--- config.mk ---
export PLATFORM = sky130hd
export DESIGN_NAME = dtf_task_file
export DESIGN_NICKNAME = d
export VERILOG_FILES = /design/src/core/dtf_pkg.sv /design/src/core/dtf_task_file.sv
export SDC_FILE = /design/constraint.sdc
export NUM_CORES = 2
export LEC_CHECK = 0
export BUFFER_PORTS_ARGS = -buffer_cell sky130_fd_sc_hd__buf_2
export CAP_MARGIN = 15
export CELL_PAD_IN_SITES_DETAIL_PLACEMENT = 0
export CELL_PAD_IN_SITES_GLOBAL_PLACEMENT = 1
export CORE_UTILIZATION = 52
export DETAILED_ROUTE_END_ITERATION = 10
export PLACE_DENSITY_LB_ADDON = 0.1
export SLEW_MARGIN = 40
export SYNTH_ARGS = -nofsm -noshare
export SYNTH_HDL_FRONTEND = slang
export SYNTH_SLANG_ARGS = --single-unit
export TNS_END_PERCENT = 5
--- constraint.sdc ---
create_clock -name mclk_i -period 8.3 [get_ports mclk_i]
set_clock_uncertainty 0.2 [all_clocks]
set_input_delay 0.83 -clock mclk_i [delete_from_list [all_inputs] [get_ports mclk_i]]
set_output_delay 0.83 -clock mclk_i [all_outputs]
set_load 0.02 [all_outputs]
--- src/core/dtf_pkg.sv ---
package dtf_pkg;

	////////////////////////////////////////////////////////////////////////////////
	// Register select codes on the three address pins
	localparam logic [2:0] A_DATA = 3'h0;
	localparam logic [2:0] A_FAULT = 3'h1;
	localparam logic [2:0] A_COUNT = 3'h2;
	localparam logic [2:0] A_SECTOR = 3'h3;
	localparam logic [2:0] A_CYL_LO = 3'h4;
	localparam logic [2:0] A_CYL_HI = 3'h5;
	localparam logic [2:0] A_SELECT = 3'h6;
	localparam logic [2:0] A_STATE = 3'h7;

	////////////////////////////////////////////////////////////////////////////////
	// Status byte fields
	localparam int ST_BUSY = 7;
	localparam int ST_READY = 6;
	localparam int ST_WFAULT = 5;
	localparam int ST_SEEKDONE = 4;
	localparam int ST_DRQ = 3;
	localparam int ST_ERR = 0;

	// Fault detail fields
	localparam int ER_BADBLK = 7;
	localparam int ER_DATACRC = 6;
	localparam int ER_IDCRC = 5;
	localparam int ER_NOHDR = 4;
	localparam int ER_ABORT = 2;
	localparam int ER_TRK0 = 1;
	localparam int ER_NODAM = 0;

	// Drive number field in the select register
	localparam int SEL_DRIVE_LSB = 3;

	////////////////////////////////////////////////////////////////////////////////
	// Command opcodes, upper nibble of the command byte
	localparam logic [3:0] CMD_RESTORE = 4'h1;
	localparam logic [3:0] CMD_READ = 4'h2;
	localparam logic [3:0] CMD_WRITE = 4'h3;
	localparam logic [3:0] CMD_FORMAT = 4'h5;

	////////////////////////////////////////////////////////////////////////////////
	// Counts and timing
	localparam logic [4:0] DAM_WINDOW_BYTES = 5'h10;
	localparam logic [9:0] RECAL_MAX_STEPS = 10'h3FF;
	localparam int PRECOMP_SHIFT_NS = 10;
	localparam int CLK_PERIOD_NS = 10;
	localparam int PRECOMP_CYC = (PRECOMP_SHIFT_NS / CLK_PERIOD_NS < 1) ? 1 : PRECOMP_SHIFT_NS / CLK_PERIOD_NS;
	localparam logic [7:0] RST_BYTE = 8'h00;

	// Sector buffer ownership, Gray from idle through fill to drain; drain back to idle changes two bits
	typedef enum logic [2:0] {
		DTF_IDLE = 3'h0,
		DTF_HOST_FILL = 3'h1,
		DTF_DISK_DRAIN = 3'h3,
		DTF_DISK_FILL = 3'h2,
		DTF_HOST_DRAIN = 3'h6
	} dtf_mode_t;

endpackage : dtf_pkg

--- src/core/dtf_task_file.sv ---
// Operation
// - Ten-bit cylinder per drive from two registers
// - Sector number register readable and writable
// - Format counts sector count down to zero
// - Fault detail read-only, valid with error bit
// - Threshold times four enables precomp and current
// - Precomp shifts write data by fixed 10 ns
// - Each data access moves one buffer byte
// - Request line while buffer awaits host
// - Status byte layout busy ready fault seek request error
// - Fault detail byte layout
// - Error bit follows faults, cleared on command
// - Request bit mirrors line, drops when done
// - Drive status bits track selected drive lines
// - No command runs with fault or not ready
// - Busy set when command issued
// - Missing data mark after 16 bytes
// - Track-zero error after 1023 steps
// - Aborted bit when drive status blocks command
// - Header missing flag when no ID matches
// - ID and data checksum error bits
// - Bad block mark sets bit, skips data
// - Status access clears interrupt line
module dtf_task_file import dtf_pkg::*; #(
	parameter int SECTOR_BYTES = 256,
	parameter int NUM_DRIVES = 4
) (
	input wire logic mclk_i,
	input wire logic rst_i,
	input wire logic cs_n_i,
	input wire logic re_n_i,
	input wire logic we_n_i,
	input wire logic [2:0] addr_i,
	input wire logic [7:0] data_i,
	output logic [7:0] data_o,
	output logic data_oe_o,
	output logic host_interrupt_line_o,
	output logic buffer_request_line_o,
	input wire logic ready_i,
	input wire logic write_fault_i,
	input wire logic seek_complete_i,
	input wire logic track_zero_indicator_i,
	output logic [1:0] drive_select_o,
	output logic inner_zone_write_current_o,
	input wire logic write_data_i,
	output logic write_data_o,
	output logic cmd_start_o,
	output logic [7:0] cmd_code_o,
	output logic [9:0] target_cylinder_o,
	output logic [7:0] target_sector_o,
	input wire logic cmd_done_i,
	input wire logic format_sector_done_i,
	input wire logic id_found_i,
	input wire logic read_byte_tick_i,
	input wire logic data_address_mark_i,
	input wire logic step_pulse_i,
	input wire logic id_crc_error_i,
	input wire logic data_crc_error_i,
	input wire logic header_missing_flag_i,
	input wire logic bad_block_i,
	output logic data_field_skip_o,
	input wire logic [7:0] disk_data_i,
	input wire logic disk_valid_i,
	output logic disk_ready_o,
	output logic [7:0] out_data_o,
	output logic out_valid_o,
	input wire logic out_ready_i
);

	localparam int PTRW = $clog2(SECTOR_BYTES);
	localparam int DRVW = (NUM_DRIVES > 1) ? $clog2(NUM_DRIVES) : 1;
	localparam logic [PTRW-1:0] PTR_LAST = PTRW'(SECTOR_BYTES - 1);

	typedef struct packed {
		logic [1:0] cs_n;
		logic [1:0] re_n;
		logic [1:0] we_n;
		logic [1:0][2:0] addr;
		logic [1:0][7:0] data;
		logic [1:0][3:0] drv;
		logic re_prev;
		logic we_prev;
		logic [NUM_DRIVES-1:0][7:0] cyl_lo;
		logic [NUM_DRIVES-1:0][7:0] cyl_hi;
		logic [7:0] sector;
		logic [7:0] count;
		logic [7:0] precomp;
		logic [7:0] select;
		logic [7:0] fault;
		logic err;
		logic busy;
		logic irq;
		logic [7:0] dout;
		logic oe;
		dtf_mode_t mode;
		logic [PTRW-1:0] ptr;
		logic [1:0][7:0] f_data;
		logic [1:0] f_cnt;
		logic f_rd;
		logic f_wr;
		logic [7:0] cmd;
		logic start;
		logic is_read;
		logic dam_arm;
		logic [4:0] dam_cnt;
		logic recal;
		logic [9:0] steps;
		logic inner_zone_write_current;
		logic [PRECOMP_CYC-1:0] wd;
		logic wr_out;
	} dtf_state_t;

	dtf_state_t state_ff;
	dtf_state_t nxt_state;
	logic [7:0] buf_mem [SECTOR_BYTES];
	logic buf_we;
	logic [7:0] buf_wdata;
	logic [7:0] buf_rdata;

	function automatic logic [9:0] dtf_cyl(input logic [7:0] lo, input logic [7:0] hi);
		dtf_cyl = {hi[1:0], lo};
	endfunction : dtf_cyl

	assign buf_rdata = buf_mem[state_ff.ptr];

	////////////////////////////////////////////////////////////////////////////////
	// Next state
	always_comb begin
		logic [DRVW-1:0] d;
		logic [2:0] a;
		logic [7:0] wd;
		logic [9:0] cyl;
		logic ready, wfault, seekdone, trk0, rd, wr, push, pop, buffer_request_line;
		d = '0;
		{a, wd, cyl} = 21'h000000;
		{ready, wfault, seekdone, trk0, rd, wr, push, pop, buffer_request_line} = 9'h000;
		nxt_state = state_ff;
		buf_we = 1'b0;
		buf_wdata = '0;
		nxt_state.start = 1'b0;
		// Two-flop synchronisers on the host bus pins and the four drive status inputs
		nxt_state.cs_n = {state_ff.cs_n[0], cs_n_i};
		nxt_state.re_n = {state_ff.re_n[0], re_n_i};
		nxt_state.we_n = {state_ff.we_n[0], we_n_i};
		nxt_state.addr = {state_ff.addr[0], addr_i};
		nxt_state.data = {state_ff.data[0], data_i};
		nxt_state.drv = {state_ff.drv[0], {ready_i, write_fault_i, seek_complete_i, track_zero_indicator_i}};
		nxt_state.re_prev = state_ff.re_n[1];
		nxt_state.we_prev = state_ff.we_n[1];
		// Live drive lines of the selected drive
		{ready, wfault, seekdone, trk0} = state_ff.drv[1];
		d = state_ff.select[SEL_DRIVE_LSB +: DRVW];
		a = state_ff.addr[1];
		wd = state_ff.data[1];
		rd = !state_ff.cs_n[1] && !state_ff.re_n[1] && state_ff.re_prev;
		wr = !state_ff.cs_n[1] && !state_ff.we_n[1] && state_ff.we_prev;
		buffer_request_line = (state_ff.mode == DTF_HOST_FILL) || (state_ff.mode == DTF_HOST_DRAIN);
		nxt_state.oe = !state_ff.cs_n[1] && !state_ff.re_n[1];
		////////////////////////////////////////////////////////////////////////////
		// Host reads
		if (rd) begin
			case (a)
				A_DATA: begin
					nxt_state.dout = buf_rdata;
					if (state_ff.mode == DTF_HOST_DRAIN) begin
						nxt_state.ptr = state_ff.ptr + 1'b1;
						if (state_ff.ptr == PTR_LAST) begin
							nxt_state.mode = DTF_IDLE;
						end
					end
				end
				A_FAULT: nxt_state.dout = state_ff.fault;
				A_COUNT: nxt_state.dout = state_ff.count;
				A_SECTOR: nxt_state.dout = state_ff.sector;
				A_CYL_LO: nxt_state.dout = state_ff.cyl_lo[d];
				A_CYL_HI: nxt_state.dout = state_ff.cyl_hi[d];
				A_SELECT: nxt_state.dout = state_ff.select;
				A_STATE: begin
					nxt_state.dout = RST_BYTE;
					nxt_state.dout[ST_BUSY] = state_ff.busy;
					nxt_state.dout[ST_READY] = ready;
					nxt_state.dout[ST_WFAULT] = wfault;
					nxt_state.dout[ST_SEEKDONE] = seekdone;
					nxt_state.dout[ST_DRQ] = buffer_request_line;
					nxt_state.dout[ST_ERR] = state_ff.err;
					nxt_state.irq = 1'b0;
				end
				default: nxt_state.dout = RST_BYTE;
			endcase
		end
		////////////////////////////////////////////////////////////////////////////
		// Host writes
		if (wr) begin
			case (a)
				A_DATA: begin
					if (state_ff.mode == DTF_HOST_FILL) begin
						buf_we = 1'b1;
						buf_wdata = wd;
						nxt_state.ptr = state_ff.ptr + 1'b1;
						if (state_ff.ptr == PTR_LAST) begin
							nxt_state.mode = DTF_DISK_DRAIN;
							nxt_state.ptr = '0;
						end
					end
				end
				A_FAULT: nxt_state.precomp = wd;
				A_COUNT: nxt_state.count = wd;
				A_SECTOR: nxt_state.sector = wd;
				A_CYL_LO: nxt_state.cyl_lo[d] = wd;
				A_CYL_HI: nxt_state.cyl_hi[d] = wd;
				A_SELECT: nxt_state.select = wd;
				A_STATE: begin
					// Commands are ignored while a previous one runs
					if (!state_ff.busy) begin
						// New command clears the error bit
						nxt_state.err = 1'b0;
						nxt_state.fault = RST_BYTE;
						nxt_state.irq = 1'b0;
						nxt_state.cmd = wd;
						nxt_state.ptr = '0;
						nxt_state.dam_arm = 1'b0;
						nxt_state.recal = 1'b0;
						if (wfault || !ready) begin
							nxt_state.fault[ER_ABORT] = 1'b1;
							nxt_state.irq = 1'b1;
							nxt_state.mode = DTF_IDLE;
						end else begin
							nxt_state.busy = 1'b1;
							nxt_state.start = 1'b1;
							nxt_state.is_read = (wd[7:4] == CMD_READ);
							nxt_state.recal = (wd[7:4] == CMD_RESTORE);
							nxt_state.steps = '0;
							case (wd[7:4])
								CMD_READ: nxt_state.mode = DTF_DISK_FILL;
								CMD_WRITE: nxt_state.mode = DTF_HOST_FILL;
								CMD_FORMAT: nxt_state.mode = DTF_HOST_FILL;
								default: nxt_state.mode = DTF_IDLE;
							endcase
						end
					end
				end
				default: ;
			endcase
		end
		////////////////////////////////////////////////////////////////////////////
		// Disk side of the sector buffer
		if (state_ff.mode == DTF_DISK_FILL && disk_valid_i) begin
			buf_we = 1'b1;
			buf_wdata = disk_data_i;
			nxt_state.ptr = state_ff.ptr + 1'b1;
			if (state_ff.ptr == PTR_LAST) begin
				nxt_state.mode = DTF_HOST_DRAIN;
				nxt_state.ptr = '0;
			end
		end
		// Two-entry buffer toward the disk writer
		pop = out_ready_i && (state_ff.f_cnt != 2'h0);
		push = (state_ff.mode == DTF_DISK_DRAIN) && (state_ff.f_cnt != 2'h2);
		if (pop) begin
			nxt_state.f_rd = !state_ff.f_rd;
		end
		if (push) begin
			nxt_state.f_data[state_ff.f_wr] = buf_rdata;
			nxt_state.f_wr = !state_ff.f_wr;
			nxt_state.ptr = state_ff.ptr + 1'b1;
			if (state_ff.ptr == PTR_LAST) begin
				nxt_state.mode = DTF_IDLE;
			end
		end
		nxt_state.f_cnt = state_ff.f_cnt + {1'b0, push} - {1'b0, pop};
		////////////////////////////////////////////////////////////////////////////
		// Sequencer events; sets come after clears so they win, except that command done clears dam_arm after an ID match sets it
		// Format countdown stops at zero
		if (format_sector_done_i && state_ff.count != RST_BYTE) begin
			nxt_state.count = state_ff.count - 8'h01;
		end
		if (state_ff.is_read && state_ff.busy && id_found_i) begin
			nxt_state.dam_arm = 1'b1;
			nxt_state.dam_cnt = '0;
		end else if (state_ff.dam_arm) begin
			if (data_address_mark_i) begin
				nxt_state.dam_arm = 1'b0;
			end else if (read_byte_tick_i) begin
				nxt_state.dam_cnt = state_ff.dam_cnt + 5'h01;
				if (state_ff.dam_cnt + 5'h01 == DAM_WINDOW_BYTES) begin
					nxt_state.fault[ER_NODAM] = 1'b1;
					nxt_state.dam_arm = 1'b0;
				end
			end
		end
		if (state_ff.recal) begin
			if (trk0) begin
				nxt_state.recal = 1'b0;
			end else if (step_pulse_i) begin
				nxt_state.steps = state_ff.steps + 10'h001;
				if (state_ff.steps + 10'h001 == RECAL_MAX_STEPS) begin
					nxt_state.fault[ER_TRK0] = 1'b1;
					nxt_state.recal = 1'b0;
				end
			end
		end
		// Each fault sets its own detail bit, the data checksum fault only from the start of a read command until another command starts
		nxt_state.fault[ER_IDCRC] = nxt_state.fault[ER_IDCRC] | id_crc_error_i;
		nxt_state.fault[ER_DATACRC] = nxt_state.fault[ER_DATACRC] | (data_crc_error_i && state_ff.is_read);
		nxt_state.fault[ER_NOHDR] = nxt_state.fault[ER_NOHDR] | header_missing_flag_i;
		// Bad block skips the data field
		if (bad_block_i) begin
			nxt_state.fault[ER_BADBLK] = 1'b1;
			if (state_ff.mode == DTF_DISK_DRAIN || state_ff.mode == DTF_DISK_FILL) begin
				nxt_state.mode = DTF_IDLE;
			end
		end
		if (cmd_done_i && state_ff.busy) begin
			nxt_state.busy = 1'b0;
			nxt_state.irq = 1'b1;
			nxt_state.recal = 1'b0;
			nxt_state.dam_arm = 1'b0;
		end
		// Error bit whenever any fault bit is set
		if (|nxt_state.fault) begin
			nxt_state.err = 1'b1;
		end
		////////////////////////////////////////////////////////////////////////////
		// Write precompensation
		// Compare against threshold times four
		cyl = dtf_cyl(state_ff.cyl_lo[d], state_ff.cyl_hi[d]);
		nxt_state.inner_zone_write_current = (cyl >= {state_ff.precomp, 2'b00});
		nxt_state.wd = PRECOMP_CYC'({state_ff.wd, write_data_i});
		nxt_state.wr_out = state_ff.inner_zone_write_current ? state_ff.wd[PRECOMP_CYC-1] : write_data_i;
	end

	////////////////////////////////////////////////////////////////////////////////
	// Registers
	always_ff @(posedge mclk_i or posedge rst_i) begin
		if (rst_i) begin
			state_ff <= '0;
			state_ff.cs_n <= 2'h3;
			state_ff.re_n <= 2'h3;
			state_ff.we_n <= 2'h3;
			state_ff.re_prev <= 1'b1;
			state_ff.we_prev <= 1'b1;
		end else begin
			state_ff <= nxt_state;
		end
	end

	always_ff @(posedge mclk_i) begin
		if (buf_we) begin
			buf_mem[state_ff.ptr] <= buf_wdata;
		end
	end

	////////////////////////////////////////////////////////////////////////////////
	// Outputs
	assign data_o = state_ff.dout;
	assign data_oe_o = state_ff.oe;
	assign host_interrupt_line_o = state_ff.irq;
	// Request while buffer waits on host
	assign buffer_request_line_o = (state_ff.mode == DTF_HOST_FILL) || (state_ff.mode == DTF_HOST_DRAIN);
	assign drive_select_o = state_ff.select[SEL_DRIVE_LSB +: 2];
	assign inner_zone_write_current_o = state_ff.inner_zone_write_current;
	assign write_data_o = state_ff.wr_out;
	assign cmd_start_o = state_ff.start;
	assign cmd_code_o = state_ff.cmd;
	assign target_cylinder_o = dtf_cyl(state_ff.cyl_lo[state_ff.select[SEL_DRIVE_LSB +: DRVW]],
		state_ff.cyl_hi[state_ff.select[SEL_DRIVE_LSB +: DRVW]]);
	assign target_sector_o = state_ff.sector;
	assign data_field_skip_o = state_ff.fault[ER_BADBLK];
	assign disk_ready_o = (state_ff.mode == DTF_DISK_FILL);
	assign out_data_o = state_ff.f_data[state_ff.f_rd];
	assign out_valid_o = (state_ff.f_cnt != 2'h0);

endmodule : dtf_task_file

==> impl_metrics.yaml <==
clock_tree:
  cts_buffers: 225
  cts-htree-levels: 4
  insertion_delay_ns: 0.88
  tritoncts: "done"
  cts_resized: 0
  hold_buffers: 24
  clockBufferDepth: 3
  root_buffer: "clkbuf_16"
  clock-sinks: 2263
  clk_pin_slew_worst_paths_ns: 0.06
  post_cts_buffers: 0
synth:
  synth_edf_count: 2048
  synth.most_common_cell: "edfxtp_1"
  synth_area_sq_um: 88500
  synthCells: 4416
  synthFlopType: "edfxtp_1"
  ys_types: 75
  synth_top_area_share: 0.695
  synth.avg_cell_area_sq_um: 20.1
  synth_common_cells: "edfxtp_1 (2048), mux4_2 (533), nor2_1 (310)"
  ys_seq_elements: 2263
  async_flop_share: 0.0950
  ys_top_cells_by_area: "edfxtp_1 (69%), mux4_2 (14%), dfrtp_1 (5.9%)"
  ys_warn_count: 0
  syn-num-nets: 4477
  synth_largest_area_cell: "edfxtp_1"
  ys_seq_area_frac: 0.755
worst_setup_path:
  cp.required_ns: 8.80
  rrSetupSlack_ns: 3.41
  crit_path_start_kind: "flip-flop"
  worstReg2RegEnd: "data_o[7]$_DFFE_PP0N_"
  critical_path.max_fanout: 34
  r2r_start: "state_ff[50]$_DFF_PP0_"
  r2r_cells: 9
  cp.arrival_ns: 5.38
  path_class: "reg2reg"
  end_kind: "flip-flop"
sta:
  tns_ns: 0
  rsz0062_at_grt: "false"
  setup_violations: 0
  period_share: 0.589
  finalHoldViolCount: 0
  relSlewSlack: 0.412
  fmax_mhz: 205
  fin_ws_ns: 3.41
  slew_violations: 0
  worstMarginPinSlew_ns: 0.882
  post-route-min-period_ns: 4.89
detailed_routing:
  totalWireLength_um: 227000
  first_pass_iters: 6
  vias_per_cell: 6.36
  vias: 44300
  ant_nets: 0
  route.detailed.drc: 0
  routedWlPerCell_um: 32.6
  first_iter_violations: 5254
layout:
  drive_gt1_frac: 0.279
  syn2layout_area_growth_pct: 12.4
  n_fill_cell: 12300
  nets: 4617
  stdcell_count: 6969
  final_area_sq_um: 99500
  multi_input_area_sq_um: 20700
  regArea_sq_um: 66900
floorplan:
  rows: 151
  num_io_pins: 94
  die_h_um: 415
  die_w_um: 415
  dieArea_sq_um: 172000
  core-area_sq_um: 169000
  start_util: 0.523
worst_hold_path:
  hold_path_end: "data_field_skip_o$_DFF_PP0_"
  min_path_type: "in2reg"
  worstHoldPathCells: 2
  min_from: "bad_block_i"
global_route:
  grt_pass1_wl_um: 326000
  grt_overflow_total: 0
  track_usage: 0.266
  grt_pass1_vias: 43900
  grt_max_degree: 181
  antenna_found_initial: 8
power:
  power_density_nw_per_um2: 247
  max-vdd-ir-drop_mv: 0.225
  leakage_nw: 27.7
placement:
  place_area_sq_um: 91700
  dp_hpwl_um: 133000
  dp_slack_ns: 3.37
  dp_cells: 6517
  routabilityCongestion: 0.822
  io_buffer_count: 93
run_status:
  outcome: "complete, no violations"
run:
  drv_cap: 0
[power breakdown]
part	internal (W)	total, W	switching, W
logic	0.000909	0.00203	0.00112
registers	0.0124	0.0125	0.000172
clock network	0.00566	0.0100	0.00434
total	0.0189	0.0246	0.00563
[stage by stage]
step                hold WS [ns]  utilization  total power (W)
finish                    0.0867        0.588           0.0246
global route              0.0616        0.588           0.0253
CTS                       0.0328        0.586           0.0247
detailed placement         0.135        0.542           0.0148
global placement           0.133        0.539           0.0148
floorplan                  0.131            -           0.0144
[state kept, by name (all words and copies together), names as in the netlist]
register and count:
host_interrupt_line_o 1, data_field_skip_o 1, write_data_o 1, buf_mem 2048, cmd_start_o 1, drive_select_o 2, inner_zone_write_current_o 1, data_o 8
nxt_state 20, cmd_code_o 8, state_ff 163, data_oe_o 1, target_sector_o 8
[layout make-up]
cell class	instances	area share
diodes	2	0.0000503
clock buffers	287	0.0595
clock inverters	133	0.0130
inverters	28	0.00113
multi-input cells	1825	0.208
flip-flops and latches	2263	0.672
well taps	2218	0.0279
repair buffers	213	0.0179
[critical path, stage by stage, from the launching register on]
cell and delay, ns:
dfrtp_4 0.91, buf_4 0.66, buf_4 0.48, mux4_2 0.60, o22ai_2 0.25, o32ai_1 0.15
a2111oi_2 0.61, o31ai_2 0.28, o31ai_2 0.26, a41oi_1 0.21
[cells by family (layout without fill, tap and decap cells)]
logic type               Yosys count  count (layout)  synth area share
XOR/XNOR                          11              11           0.00109
flip-flops                      2263            2263             0.755
AO/OA/AOI/OAI                    482             482            0.0399
multiplexers                     665             665             0.152
buffers and inverters            328             661            0.0175
AND/OR/NAND/NOR                  647             647            0.0311
other                              0               2                 0
adder cells (fa/ha/maj)           20              20           0.00283
[routing by layer]
metal | vias up | routed length, um | global-route usage
met2 | 1847 | 106000 | 0.402
met4 | 8 | 4570 | 0.0645
met3 | 302 | 18400 | 0.0583
li1 | 18400 | - | -
met1 | 23800 | 97800 | 0.398
met5 | - | 57 | 0
[placed cells by master (no fill, tap or decap), types with 7 or more instances in the layout]
cell type      count
a21oi_1           29
a22o_1            61
a22o_4             8
a22oi_1          232
and3_1            13
buf_12            23
buf_2             93
buf_4             65
bufinv_16         20
clkbuf_1          59
clkbuf_16        227
clkinv_1          51
clkinv_2          43
dfrtp_1          202
dfstp_2            8
dlygate4sd3_1     24
edfxtp_1        2048
ha_1              20
inv_1             25
mux2_1            35
mux2_2            80
mux2i_1           17
mux4_2           533
nand2_1          199
nand2_2           12
nand2b_1           9
nand3_1           22
nand3b_1           8
nand4_1           12
nor2_1           163
nor2_2           145
nor2b_1            8
o211ai_1           7
o21ai_0           32
o21ai_1           38
o221a_1            8
o22ai_1            9
[how the worst max path moves through the flow]
stage	from	end	depth (start not counted)
floorplan	rst_i	cmd_code_o[0]$_DFFE_PP0P_	1
global placement	state_ff[50]$_DFF_PP0_	data_o[7]$_DFFE_PP0N_	9
CTS	state_ff[50]$_DFF_PP0_	data_o[7]$_DFFE_PP0N_	9
detailed placement	state_ff[50]$_DFF_PP0_	data_o[7]$_DFFE_PP0N_	9
finish	state_ff[50]$_DFF_PP0_	data_o[7]$_DFFE_PP0N_	9
global route	state_ff[50]$_DFF_PP0_	data_o[7]$_DFFE_PP0N_	9
Power figures use the tool's default switching activity.
